[config.mk]
export PLATFORM = sky130hd
export DESIGN_NAME = ysu_unpacker
export DESIGN_NICKNAME = d
export VERILOG_FILES = /design/src/ysu_pkg.sv /design/src/ysu_unpacker.sv
export SDC_FILE = /design/constraint.sdc
export NUM_CORES = 2
export LEC_CHECK = 0
export BUFFER_PORTS_ARGS = -buffer_cell sky130_fd_sc_hd__buf_4
export CELL_PAD_IN_SITES_DETAIL_PLACEMENT = 0
export CELL_PAD_IN_SITES_GLOBAL_PLACEMENT = 1
export CORE_UTILIZATION = 53
export CTS_BUF_LIST = sky130_fd_sc_hd__clkbuf_16
export CTS_CLUSTER_DIAMETER = 120
export DETAILED_ROUTE_END_ITERATION = 6
export PLACE_DENSITY_LB_ADDON = 0.1
export SYNTH_ARGS = -nofsm -noshare
export SYNTH_HDL_FRONTEND = slang
export SYNTH_SLANG_ARGS = --single-unit
export TNS_END_PERCENT = 30
[constraint.sdc]
create_clock -name clock -period 4.1 [get_ports clock]
set_input_delay 0.41 -clock clock [delete_from_list [all_inputs] [get_ports clock]]
set_output_delay 0.41 -clock clock [all_outputs]
set_load 0.05 [all_outputs]
[src/ysu_pkg.sv]
`default_nettype none
package ysu_pkg;

   ////////////////////////////////////////////////////////////////////////////
   // Packed 4:2:2 byte orders
   typedef enum logic [1:0]
   {
      packed_order_normal = 2'h0,
      packed_order_chroma_swapped = 2'h1,
      packed_order_luma_swapped = 2'h2,
      packed_order_both_swapped = 2'h3
   } ysu_order_t;

   // Planar layouts
   typedef enum logic [1:0]
   {
      planar_independent = 2'h0,
      contiguous_planar_420 = 2'h1,
      contiguous_planar_410 = 2'h2,
      planar_reserved = 2'h3
   } ysu_planar_t;

   ////////////////////////////////////////////////////////////////////////////
   // Field geometry
   localparam int COMP_W = 8;
   localparam int WORD_W = 32;
   localparam int LANE0_LSB = 0;
   localparam int LANE1_LSB = 8;
   localparam int LANE2_LSB = 16;
   localparam int LANE3_LSB = 24;
   localparam int FIFO_DEPTH = 32;
   localparam int FIFO_W = WORD_W + 2;

   // Chroma stride and row shifts per layout
   localparam int SHIFT_420 = 1;
   localparam int SHIFT_410 = 2;

   ////////////////////////////////////////////////////////////////////////////
   // Values after reset
   localparam logic [7:0] COMP_RESET = 8'h00;
   localparam logic [31:0] ADDR_RESET = 32'h0000_0000;
   localparam logic [15:0] STRIDE_RESET = 16'h0000;

endpackage : ysu_pkg
`default_nettype wire

[src/ysu_unpacker.sv]
`timescale 1ns/1ps
`default_nettype none

////////////////////////////////////////////////////////////////////////////////
// Word buffer between the memory read path and the unpacker
module ysu_fifo #(
   parameter int WIDTH = 34,
   parameter int DEPTH = 32
)
(
   input wire logic clock,
   input wire logic rst_n,
   input wire logic wr_valid,
   output logic wr_ready,
   input wire logic [WIDTH-1:0] wr_data,
   output logic rd_valid,
   input wire logic rd_ready,
   output logic [WIDTH-1:0] rd_data
);
   localparam int AW = $clog2(DEPTH);

   logic [WIDTH-1:0] mem [DEPTH];
   logic [AW-1:0] wr_ptr_r;
   logic [AW-1:0] rd_ptr_r;
   logic [AW:0] count_r;
   logic [AW:0] count_nxt;
   logic wr_ready_r;
   logic push;
   logic pop;

   assign push = wr_valid && wr_ready_r;
   assign pop = rd_ready && (count_r != '0);
   assign count_nxt = count_r + (AW+1)'(push) - (AW+1)'(pop);
   // Registered ready, low during reset
   assign wr_ready = wr_ready_r;
   assign rd_valid = (count_r != '0);
   assign rd_data = mem[rd_ptr_r];

   always_ff @(posedge clock)
   begin
      if (push)
      begin
         mem[wr_ptr_r] <= wr_data;
      end
   end

   always_ff @(posedge clock or negedge rst_n)
   begin
      if (!rst_n)
      begin
         wr_ptr_r <= '0;
         rd_ptr_r <= '0;
         count_r <= '0;
         wr_ready_r <= 1'b0;
      end
      else
      begin
         if (push)
         begin
            wr_ptr_r <= (wr_ptr_r == AW'(DEPTH-1)) ? '0 : wr_ptr_r + 1'b1;
         end
         if (pop)
         begin
            rd_ptr_r <= (rd_ptr_r == AW'(DEPTH-1)) ? '0 : rd_ptr_r + 1'b1;
         end
         count_r <= count_nxt;
         wr_ready_r <= (count_nxt != (AW+1)'(DEPTH));
      end
   end
endmodule : ysu_fifo

////////////////////////////////////////////////////////////////////////////////
// Functional notes
// - Each Y, U, V component is an unsigned byte
// - One 32-bit word yields two adjacent pixels
// - Four byte orders chosen by format code
// - Normal Y0 U Y1 V; chroma swap exchanges U/V
// - Luma swap U Y0 V Y1; both V Y0 U Y1
// - Red takes V, green Y, blue U
// - Luma stride separate from shared chroma stride
// - Contiguous 4:2:0 chroma stride is half luma
// - Contiguous 4:1:0 chroma stride is quarter luma
module ysu_unpacker #(
   parameter int WORD_W = ysu_pkg::WORD_W,
   parameter int DEPTH = ysu_pkg::FIFO_DEPTH,
   parameter int ADDR_W = 32,
   parameter int STRIDE_W = 16
)
(
   input wire logic clock,
   input wire logic rst_n,
   // Packed word stream from memory
   input wire logic in_valid,
   output logic in_ready,
   input wire logic [WORD_W-1:0] in_data,
   input wire logic [1:0] in_order,
   // Pixel stream to the sampler
   output logic out_valid,
   input wire logic out_ready,
   output logic [7:0] out_y,
   output logic [7:0] out_u,
   output logic [7:0] out_v,
   output logic [7:0] out_red,
   output logic [7:0] out_green,
   output logic [7:0] out_blue,
   output logic out_second,
   // Planar surface description
   input wire logic [1:0] planar_layout,
   input wire logic [ADDR_W-1:0] luma_base,
   input wire logic [STRIDE_W-1:0] luma_stride,
   input wire logic [STRIDE_W-1:0] luma_rows,
   input wire logic [STRIDE_W-1:0] chroma_stride_in,
   input wire logic [ADDR_W-1:0] u_base_in,
   input wire logic [ADDR_W-1:0] v_base_in,
   output logic [ADDR_W-1:0] luma_base_out,
   output logic [STRIDE_W-1:0] luma_stride_out,
   output logic [STRIDE_W-1:0] chroma_stride_out,
   output logic [ADDR_W-1:0] u_base_out,
   output logic [ADDR_W-1:0] v_base_out,
   output logic planar_error
);
   typedef enum logic {UNP_FIRST, UNP_SECOND} ysu_state_t;

   ////////////////////////////////////////////////////////////////////////////
   // Buffer
   logic fifo_wr_ready;
   logic fifo_rd_valid;
   logic fifo_rd_ready;
   logic [WORD_W+1:0] fifo_rd_data;

   ysu_fifo #(
      .WIDTH(WORD_W + 2),
      .DEPTH(DEPTH)
   ) u_fifo (
      .clock(clock),
      .rst_n(rst_n),
      .wr_valid(in_valid),
      .wr_ready(fifo_wr_ready),
      .wr_data({in_order, in_data}),
      .rd_valid(fifo_rd_valid),
      .rd_ready(fifo_rd_ready),
      .rd_data(fifo_rd_data)
   );

   // Ready comes straight from the buffer's flop
   assign in_ready = fifo_wr_ready;

   ////////////////////////////////////////////////////////////////////////////
   // Byte lane decode
   logic [WORD_W-1:0] word;
   ysu_pkg::ysu_order_t order;
   logic [7:0] lane [4];
   logic [7:0] dec_y0;
   logic [7:0] dec_y1;
   logic [7:0] dec_u;
   logic [7:0] dec_v;
   logic luma_high;
   logic chroma_flip;

   assign word = fifo_rd_data[WORD_W-1:0];
   assign order = ysu_pkg::ysu_order_t'(fifo_rd_data[WORD_W+1:WORD_W]);

   genvar gi;
   generate
      for (gi = 0; gi < 4; gi++)
      begin : g_lane
         assign lane[gi] = word[gi*ysu_pkg::COMP_W +: ysu_pkg::COMP_W];
      end
   endgenerate

   // Luma in lanes 1 and 3 for the two luma-swapped orders
   assign luma_high = (order == ysu_pkg::packed_order_luma_swapped) ||
                      (order == ysu_pkg::packed_order_both_swapped);
   // V before U in the low chroma lane
   assign chroma_flip = (order == ysu_pkg::packed_order_chroma_swapped) ||
                        (order == ysu_pkg::packed_order_both_swapped);

   assign dec_y0 = luma_high ? lane[1] : lane[0];
   assign dec_y1 = luma_high ? lane[3] : lane[2];
   assign dec_u = luma_high ? (chroma_flip ? lane[2] : lane[0])
                            : (chroma_flip ? lane[3] : lane[1]);
   assign dec_v = luma_high ? (chroma_flip ? lane[0] : lane[2])
                            : (chroma_flip ? lane[1] : lane[3]);

   ////////////////////////////////////////////////////////////////////////////
   // Pixel serialiser
   ysu_state_t state_r;
   ysu_state_t state_nxt;
   logic load;
   logic take;
   logic [7:0] pix_y;
   logic out_valid_r;
   logic out_second_r;
   logic [7:0] y_r;
   logic [7:0] u_r;
   logic [7:0] v_r;

   assign load = !out_valid_r || out_ready;
   assign take = load && fifo_rd_valid;
   assign pix_y = (state_r == UNP_SECOND) ? dec_y1 : dec_y0;
   // Word leaves the buffer only after its second pixel
   assign fifo_rd_ready = take && (state_r == UNP_SECOND);

   always_comb
   begin
      state_nxt = state_r;
      case (state_r)
         UNP_FIRST:
         begin
            if (take)
            begin
               state_nxt = UNP_SECOND;
            end
         end
         UNP_SECOND:
         begin
            if (take)
            begin
               state_nxt = UNP_FIRST;
            end
         end
         default:
         begin
            state_nxt = UNP_FIRST;
         end
      endcase
   end

   always_ff @(posedge clock or negedge rst_n)
   begin
      if (!rst_n)
      begin
         state_r <= UNP_FIRST;
         out_valid_r <= 1'b0;
         out_second_r <= 1'b0;
         y_r <= ysu_pkg::COMP_RESET;
         u_r <= ysu_pkg::COMP_RESET;
         v_r <= ysu_pkg::COMP_RESET;
      end
      else
      begin
         state_r <= state_nxt;
         if (load)
         begin
            out_valid_r <= fifo_rd_valid;
         end
         if (take)
         begin
            out_second_r <= (state_r == UNP_SECOND);
            y_r <= pix_y;
            u_r <= dec_u;
            v_r <= dec_v;
         end
      end
   end

   assign out_valid = out_valid_r;
   assign out_second = out_second_r;
   assign out_y = y_r;
   assign out_u = u_r;
   assign out_v = v_r;
   assign out_red = v_r;
   assign out_green = y_r;
   assign out_blue = u_r;

   ////////////////////////////////////////////////////////////////////////////
   // Planar strides and plane bases
   ysu_pkg::ysu_planar_t layout;
   logic is_contig;
   logic [1:0] cshift;
   logic [STRIDE_W-1:0] c_stride;
   logic [STRIDE_W-1:0] c_rows;
   logic [ADDR_W-1:0] luma_size;
   logic [ADDR_W-1:0] chroma_size;
   logic [ADDR_W-1:0] u_base_nxt;
   logic [ADDR_W-1:0] v_base_nxt;
   logic [ADDR_W-1:0] luma_base_r;
   logic [STRIDE_W-1:0] luma_stride_r;
   logic [STRIDE_W-1:0] chroma_stride_r;
   logic [ADDR_W-1:0] u_base_r;
   logic [ADDR_W-1:0] v_base_r;
   logic planar_error_r;

   assign layout = ysu_pkg::ysu_planar_t'(planar_layout);
   assign is_contig = (layout == ysu_pkg::contiguous_planar_420) ||
                      (layout == ysu_pkg::contiguous_planar_410);
   assign cshift = (layout == ysu_pkg::contiguous_planar_410) ?
                   2'(ysu_pkg::SHIFT_410) : 2'(ysu_pkg::SHIFT_420);
   // Chroma stride is derived only for contiguous layouts
   assign c_stride = is_contig ? (luma_stride >> cshift) : chroma_stride_in;
   assign c_rows = luma_rows >> cshift;
   assign luma_size = ADDR_W'(luma_stride) * ADDR_W'(luma_rows);
   assign chroma_size = ADDR_W'(c_stride) * ADDR_W'(c_rows);
   // In contiguous layouts planes follow one another: Y, then U, then V
   assign u_base_nxt = is_contig ? ADDR_W'(luma_base + luma_size) : u_base_in;
   assign v_base_nxt = is_contig ? ADDR_W'(u_base_nxt + chroma_size) : v_base_in;

   always_ff @(posedge clock or negedge rst_n)
   begin
      if (!rst_n)
      begin
         luma_base_r <= ysu_pkg::ADDR_RESET;
         luma_stride_r <= ysu_pkg::STRIDE_RESET;
         chroma_stride_r <= ysu_pkg::STRIDE_RESET;
         u_base_r <= ysu_pkg::ADDR_RESET;
         v_base_r <= ysu_pkg::ADDR_RESET;
         planar_error_r <= 1'b0;
      end
      else
      begin
         luma_base_r <= luma_base;
         luma_stride_r <= luma_stride;
         chroma_stride_r <= c_stride;
         u_base_r <= u_base_nxt;
         v_base_r <= v_base_nxt;
         planar_error_r <= (layout == ysu_pkg::planar_reserved);
      end
   end

   assign luma_base_out = luma_base_r;
   assign luma_stride_out = luma_stride_r;
   assign chroma_stride_out = chroma_stride_r;
   assign u_base_out = u_base_r;
   assign v_base_out = v_base_r;
   assign planar_error = planar_error_r;

endmodule : ysu_unpacker
`default_nettype wire

-- Word-level counts from Yosys, hierarchy flattened
Memory sizes are Yosys's and may differ from the RTL's.
Index checks and enable logic that the tools add are counted.
- $add $sub $neg: 6
- multipliers: 2
- eq/ne operators: 9
- shift-type cells: 2
- multiplexer cells: 20
- bitwise operators: 1
- reduce and logical (&&, ||, !) cells: 10
- operators by type and width (operator ; count):
    two-way mux 8 bit ; 9
    adder 32 bit ; 2
    multiplier 16 x 16 -> 32 bit ; 2
    two-way mux 32 bit ; 2
    right shift 16 x 2 -> 16 bit ; 2
    two-way mux 16 bit ; 1
    adder 5 x 1 -> 5 bit, second input constant ; 2
    equality test 5 bit, second input constant ; 2
    two-way mux 5 bit ; 2
    equality test 2 bit, second input constant ; 4
    adder 6 x 1 -> 6 bit ; 1
    != test 6 bit, second input constant ; 1
    nonzero test 6 bit ; 1
    subtractor 6 x 1 -> 6 bit ; 1
    equality test 2 x 1 -> 1 bit, second input constant ; 2
    logical AND 1 bit ; 4
    logical OR 1 bit ; 4
    two-way mux 1 bit ; 4
    two-way mux 2 bit ; 1
    case mux 1 bit (2 select lines) ; 1
    logical NOT 1 bit ; 1
    NOT 1 bit ; 1
- register bits after elaboration: 173
- memory bits (writable): 1088
- bits of input ports: 184
- output and inout port bits: 180
- logic and storage cells: 67
- memories kept: 1
- memory list (memory ; depth ; width ; read ports ; clocked after memory_dff ; wr ports ; line ; text):
    u_fifo.mem ; 32 ; 34 ; 1 ; 0 ; 1 ; ysu_unpacker.sv:22 ; logic [WIDTH-1:0] mem [DEPTH];

-- Depth between registers and ports, before layout
- depth after elaboration: 7
- gate-level depth with buffers: 40

-- Hierarchy
From an unflattened synthesis, not the netlist that was laid out.
- cells, all modules: 4513
- area, all modules: 66777.8 sq um
- by module, submodules not included (module ; instances ; cells an instance ; area each (sq um) ; sequential area each (sq um)):
    ysu_fifo ; 1 ; 1922 ; 42236.8 ; 33096.7
    ysu_unpacker ; 1 ; 2591 ; 24541.0 ; 3903.7

-- Least setup slack after synthesis
Ideal clock, no wire load.
- path type: input-to-reg
- start point: input port luma_rows[1]
- end point: register v_base_r[31], in the netlist v_base_out[31]
- library setup time: 0.125 ns
- arrival: 9.794 ns
- data required time: 3.975 ns
- path slack: -5.819 ns
- cell stages on the path: 37
- path buffers: 3
- cells stage by stage: clkbuf_1 > clkbuf_1 > nand2_1 > fa_1 > fa_1 > fa_1 > fa_1 > inv_1 > fa_1 > inv_1 > fa_1 > inv_1 > ha_1 > a21o_1 > a21o_1 > a21oi_1 > o31ai_1 > a221oi_1 > xnor2_1 > o21ai_0 > ha_1 > fa_1 > inv_1 > fa_1 > fa_1 > inv_1 > ha_1 > clkbuf_1 > a21oi_1 > o21ai_1 > a2111oi_0 > nor3b_1 > a2111oi_0 > o21bai_1 > a31o_2 > xnor2_1 > mux2_2
- longest elaborated chain between the ends: 5
- elaborated cells between the ends (all ways): 7
- classes of those cells: 2 x add/sub; 2 x mul; 1 x shift; 2 x mux
- ends and longest elaborated chain (element ; line ; text):
    from (decl) ; ysu_unpacker.sv:111 ; input wire logic [STRIDE_W-1:0] luma_rows,
    multiplier 16 x 16 -> 32 bit ; ysu_unpacker.sv:292 ; assign luma_size = ADDR_W'(luma_stride) * ADDR_W'(luma_rows);
    adder 32 bit ; ysu_unpacker.sv:295 ; assign u_base_nxt = is_contig ? ADDR_W'(luma_base + luma_size) : u_base_in;
    two-way mux 32 bit ; ysu_unpacker.sv:295 ;
    net u_base_nxt[18] ; ysu_unpacker.sv:275 ; logic [ADDR_W-1:0] u_base_nxt;
    adder 32 bit ; ysu_unpacker.sv:296 ; assign v_base_nxt = is_contig ? ADDR_W'(u_base_nxt + chroma_size) : v_base_in;
    two-way mux 32 bit ; ysu_unpacker.sv:296 ;
    net v_base_nxt[31] ; ysu_unpacker.sv:276 ; logic [ADDR_W-1:0] v_base_nxt;
    to (signal assigned) ; ysu_unpacker.sv:306 ; v_base_r <= ysu_pkg::ADDR_RESET;
    to (signal assigned) ; ysu_unpacker.sv:315 ; v_base_r <= v_base_nxt;
    to (decl) ; ysu_unpacker.sv:281 ; logic [ADDR_W-1:0] v_base_r;
The timed path passes the listed nets, and every way through them passes these cells.
A chain may end at the register's enable or synchronous reset.

-- Final worst setup path
- start point: input port luma_rows[6]
- end point: register v_base_r[31], in the netlist v_base_out[31]
- longest elaborated chain between the ends: 5
- elaborated cells between the ends (all ways): 7
- classes of those cells: 2 x add/sub; 2 x mul; 1 x shift; 2 x mux
- ends and longest elaborated chain (element ; line):
    multiplier 16 x 16 -> 32 bit ; ysu_unpacker.sv:292
    adder 32 bit ; ysu_unpacker.sv:295
    two-way mux 32 bit ; ysu_unpacker.sv:295
    adder 32 bit * ; ysu_unpacker.sv:296
    two-way mux 32 bit * ; ysu_unpacker.sv:296
    net v_base_nxt[31] ; ysu_unpacker.sv:276
Mark *: on every way through the listed nets, which the timed path passes. The rest lies on a longest branch.

==> results.py <==
metrics = {
    "min_path": {
        "whs_endpoint": "u_base_out[10]",
        "hold_path_class": "in -> reg",
        "min-delay-start": "u_base_in[10]",
        "min_path_cells": 3,
    },
    "yosys": {
        "yosys.area.top_type": "edfxtp_1",
        "synth_edf_count": 1088,
        "async_reset_ff_share_pct": 13.7,
        "synth-main-ff-cell": "edfxtp_1",
        "synthTopCellsByArea": "edfxtp_1 (49%), fa_1 (14%), mux4_2 (12%), dfrtp_1 (6.5%), ha_1 (4.0%)",
        "syn_area_mm2": 0.0669,
        "yosysWarnings": 0,
        "synth_cells": 4363,
        "yosys.cell_types.count": 54,
        "synth_top_area_share_pct": 48.9,
        "synth-seq-cells": 1261,
        "yosysSeqAreaShare_pct": 55.3,
        "syn_area_per_cell_um2": 15.3,
    },
    "layout": {
        "final_common_cell": "edfxtp_1",
        "final_area_mm2": 0.0819,
        "drive_above_1_share_pct": 30.8,
        "layout_common_cells": "edfxtp_1 (1088), buf_4 (796), inv_1 (663), fa_1 (430), nand2_1 (387)",
        "fillers": 8972,
        "fin_nets": 6119,
        "syn2layout_area_growth_pct": 22.5,
    },
    "worst_setup_path": {
        "crit_slowest_cell": "fa_1",
        "setup.worst_path.start": "luma_rows[6]",
        "crit_path_start_kind": "primary input",
        "rr_endpoint": "out_red[5]",
        "crit_path_frequent_cell": "fa_1",
        "r2r_slack_ps": 570,
        "ff2ff_path_depth": 8,
        "worstSetupPathType": "in -> reg",
        "cp.arrival_ps": 9350,
        "cp_data_required_time_ps": 4740,
        "critPathMaxStageDelay_ps": 580,
        "end_kind": "flip-flop",
        "r2r_start": "u_fifo.rd_ptr_r[0]",
        "worstPathMaxFanout": 10,
    },
    "placement": {
        "gp_congestion": 0.920,
        "io_buffers": 363,
        "dp_hpwl_um": 125000,
        "dpl_cell_area_mm2": 0.0755,
    },
    "drt": {
        "final_antenna_net_count": 0,
        "avgViaCountPerCell": 5.68,
        "drt_iter0_markers": 3972,
        "drtPass1Iterations": 5,
        "wl_um": 186000,
        "num_vias": 39845,
        "post_drt_wl_per_cell_um": 26.6,
        "drc": 0,
    },
    "clock_network": {
        "clkTransAtPathRegs_ps": 60,
        "cts_root_buf": "clkbuf_16",
        "cts.sinks": 1261,
        "clock_latency_ps": 770,
        "cts_made_buffers": 132,
        "cts.htree.levels": 4,
        "clockBufferDepth": 3,
        "cts_tree": "built",
        "ctsHoldBuffers": 104,
    },
    "status": {
        "status": "finished, violations left",
        "violations": "negative hold slack, negative setup slack",
    },
    "global_routing": {
        "overflow": 0,
        "grt_pass1_wl_um": 275000,
        "track_usage_pct": 30.2,
        "grt_max_degree": 90,
        "grt_pass1_vias": 41887,
        "grt_antenna_before_repair": 10,
    },
    "sta": {
        "setup_violations": 52,
        "max-slew-margin-rel_pct": 40.0,
        "finalHoldWorstSlack_ps": -76.4,
        "final-hold-violation-count": 2,
        "tightestPinTransition_ps": 900,
        "fin_ws_ps": -4610,
        "drv_slew": 0,
        "skew_ps": 27.8,
        "rsz0062_at_grt": "yes",
        "fin_crit_sh_pct": 212,
        "final.min_clock_period_ps": 8710,
        "max_freq_mhz": 115,
    },
    "floorplan": {
        "rows": 129,
        "fp.dieW_um": 357,
        "core_mm2": 0.124,
        "ioPinCount": 364,
        "chipHeight_um": 357,
        "die-area_mm2": 0.128,
        "initial_core_util_pct": 53.7,
    },
    "run": {
        "maxCapViolations": 0,
    },
}
## worst max-delay path by stage
stage | endpoint | slack, ps | cells after the start
floorplan | v_base_out[31] | -5100 | 38
global placement | v_base_out[31] | -5670 | 37
detailed placement | v_base_out[31] | -5830 | 37
CTS | v_base_out[30] | -4550 | 37
global route | v_base_out[30] | -4890 | 38
finish | v_base_out[31] | -4610 | 36
## final cells by class
class                      count  area [um^2]  share of cell area [%]
antenna                        5         12.5                  0.0153
timing repair buffer         978         8390                    10.2
tap                         1637         2050                    2.50
clock inverter               105          798                   0.975
sequential                  1261        37000                    45.2
multi-input combinational   2243        27900                    34.0
clock buffer                 133         3330                    4.06
inverter                     652         2450                    2.99
## critical path: cells and delay by family
family / cells / cell delay, ps
XOR/XNOR: 2 / 270
adder cells (fa/ha/maj): 12 / 5030
multiplexers: 2 / 390
AO/OA/AOI/OAI: 10 / 1920
buffers and inverters: 7 / 850
AND/OR/NAND/NOR: 3 / 480
## synthesized netlist by cell type, types with 5 or more instances
cell,instances
o21a_1,24
xor2_1,18
a21oi_1,92
nor2b_1,21
clkinv_1,5
fa_1,451
buf_1,15
and2_1,127
inv_1,647
buf_2,34
edfxtp_1,1088
nand3_1,13
buf_4,29
mux4_2,348
a2111oi_0,6
nor2_1,154
nor3_1,16
nand2_1,393
clkbuf_1,139
o31ai_1,5
o21ai_0,62
a211oi_1,22
or3_1,6
nand2b_1,9
mux2i_1,82
o21bai_1,8
mux2_2,30
xnor2_1,41
ha_1,216
dfrtp_1,173
a21o_1,34
## what timing repair did
| item | CTS | global route |
|---|---|---|
| cloned | 0 | 1 |
| resized for setup | 172 | 71 |
| setup endpoints to repair | 52 | 54 |
| pin swaps | 70 | 52 |
| setup buffers | 19 | 2 |
| hold endpoints to repair | 478 | 3 |
## logic make-up (layout without fill, tap and decap cells)
family / count (synthesis) / in the layout / share of synthesized area (%)
xor gates and xnor gates: 60 / 60 / 0.807
DFF: 1261 / 1261 / 55.3
muxes: 461 / 461 / 13.5
other: 2 / 21 / 0.0112
buffers and inverters: 873 / 1868 / 5.17
AOI/OAI and AO/OA: 280 / 280 / 2.60
and+or+nand+nor: 759 / 759 / 5.03
adders and majority gates: 667 / 667 / 17.5
## sequential cells by signal, summed over array words and instances, names as in the netlist
name,count
u_fifo.wr_ptr_r,5
luma_base_out,32
state_r,1
u_fifo.mem,1088
out_blue,8
u_base_out,32
out_valid,1
out_second,1
v_base_out,32
u_fifo.rd_ptr_r,5
planar_error,1
out_green,8
chroma_stride_out,16
u_fifo.wr_ready,1
u_fifo.count_r,6
out_red,8
luma_stride_out,16
## routing by layer
metal / GRT usage (%) / up-vias / wire, um
met4: 11.5 / 4 / 7390
li1: - / 17090 / -
met1: 39.0 / 20832 / 71500
met3: 4.89 / 310 / 12700
met5: 0 / - / 22
met2: 51.5 / 1609 / 94600
## per-stage QoR
step	setup TNS, ps	hold WS (ps)	utilization (%)	worst slack (ps)	instances
5_1_grt	-140690	-107	65.8	-4890	7012
2_1_floorplan	-140210	114	-	-5100	4377
6_report	-129160	-76.4	65.8	-4610	7014
3_3_place_gp	-182370	304	60.7	-5670	6649
3_5_place_dp	-184170	306	60.7	-5830	6649
4_1_cts	-128130	-142	65.5	-4550	7008
Power is left out: the tool's default activity adds up to more than one toggle a clock period on the data nets, which glitch-free logic cannot reach.
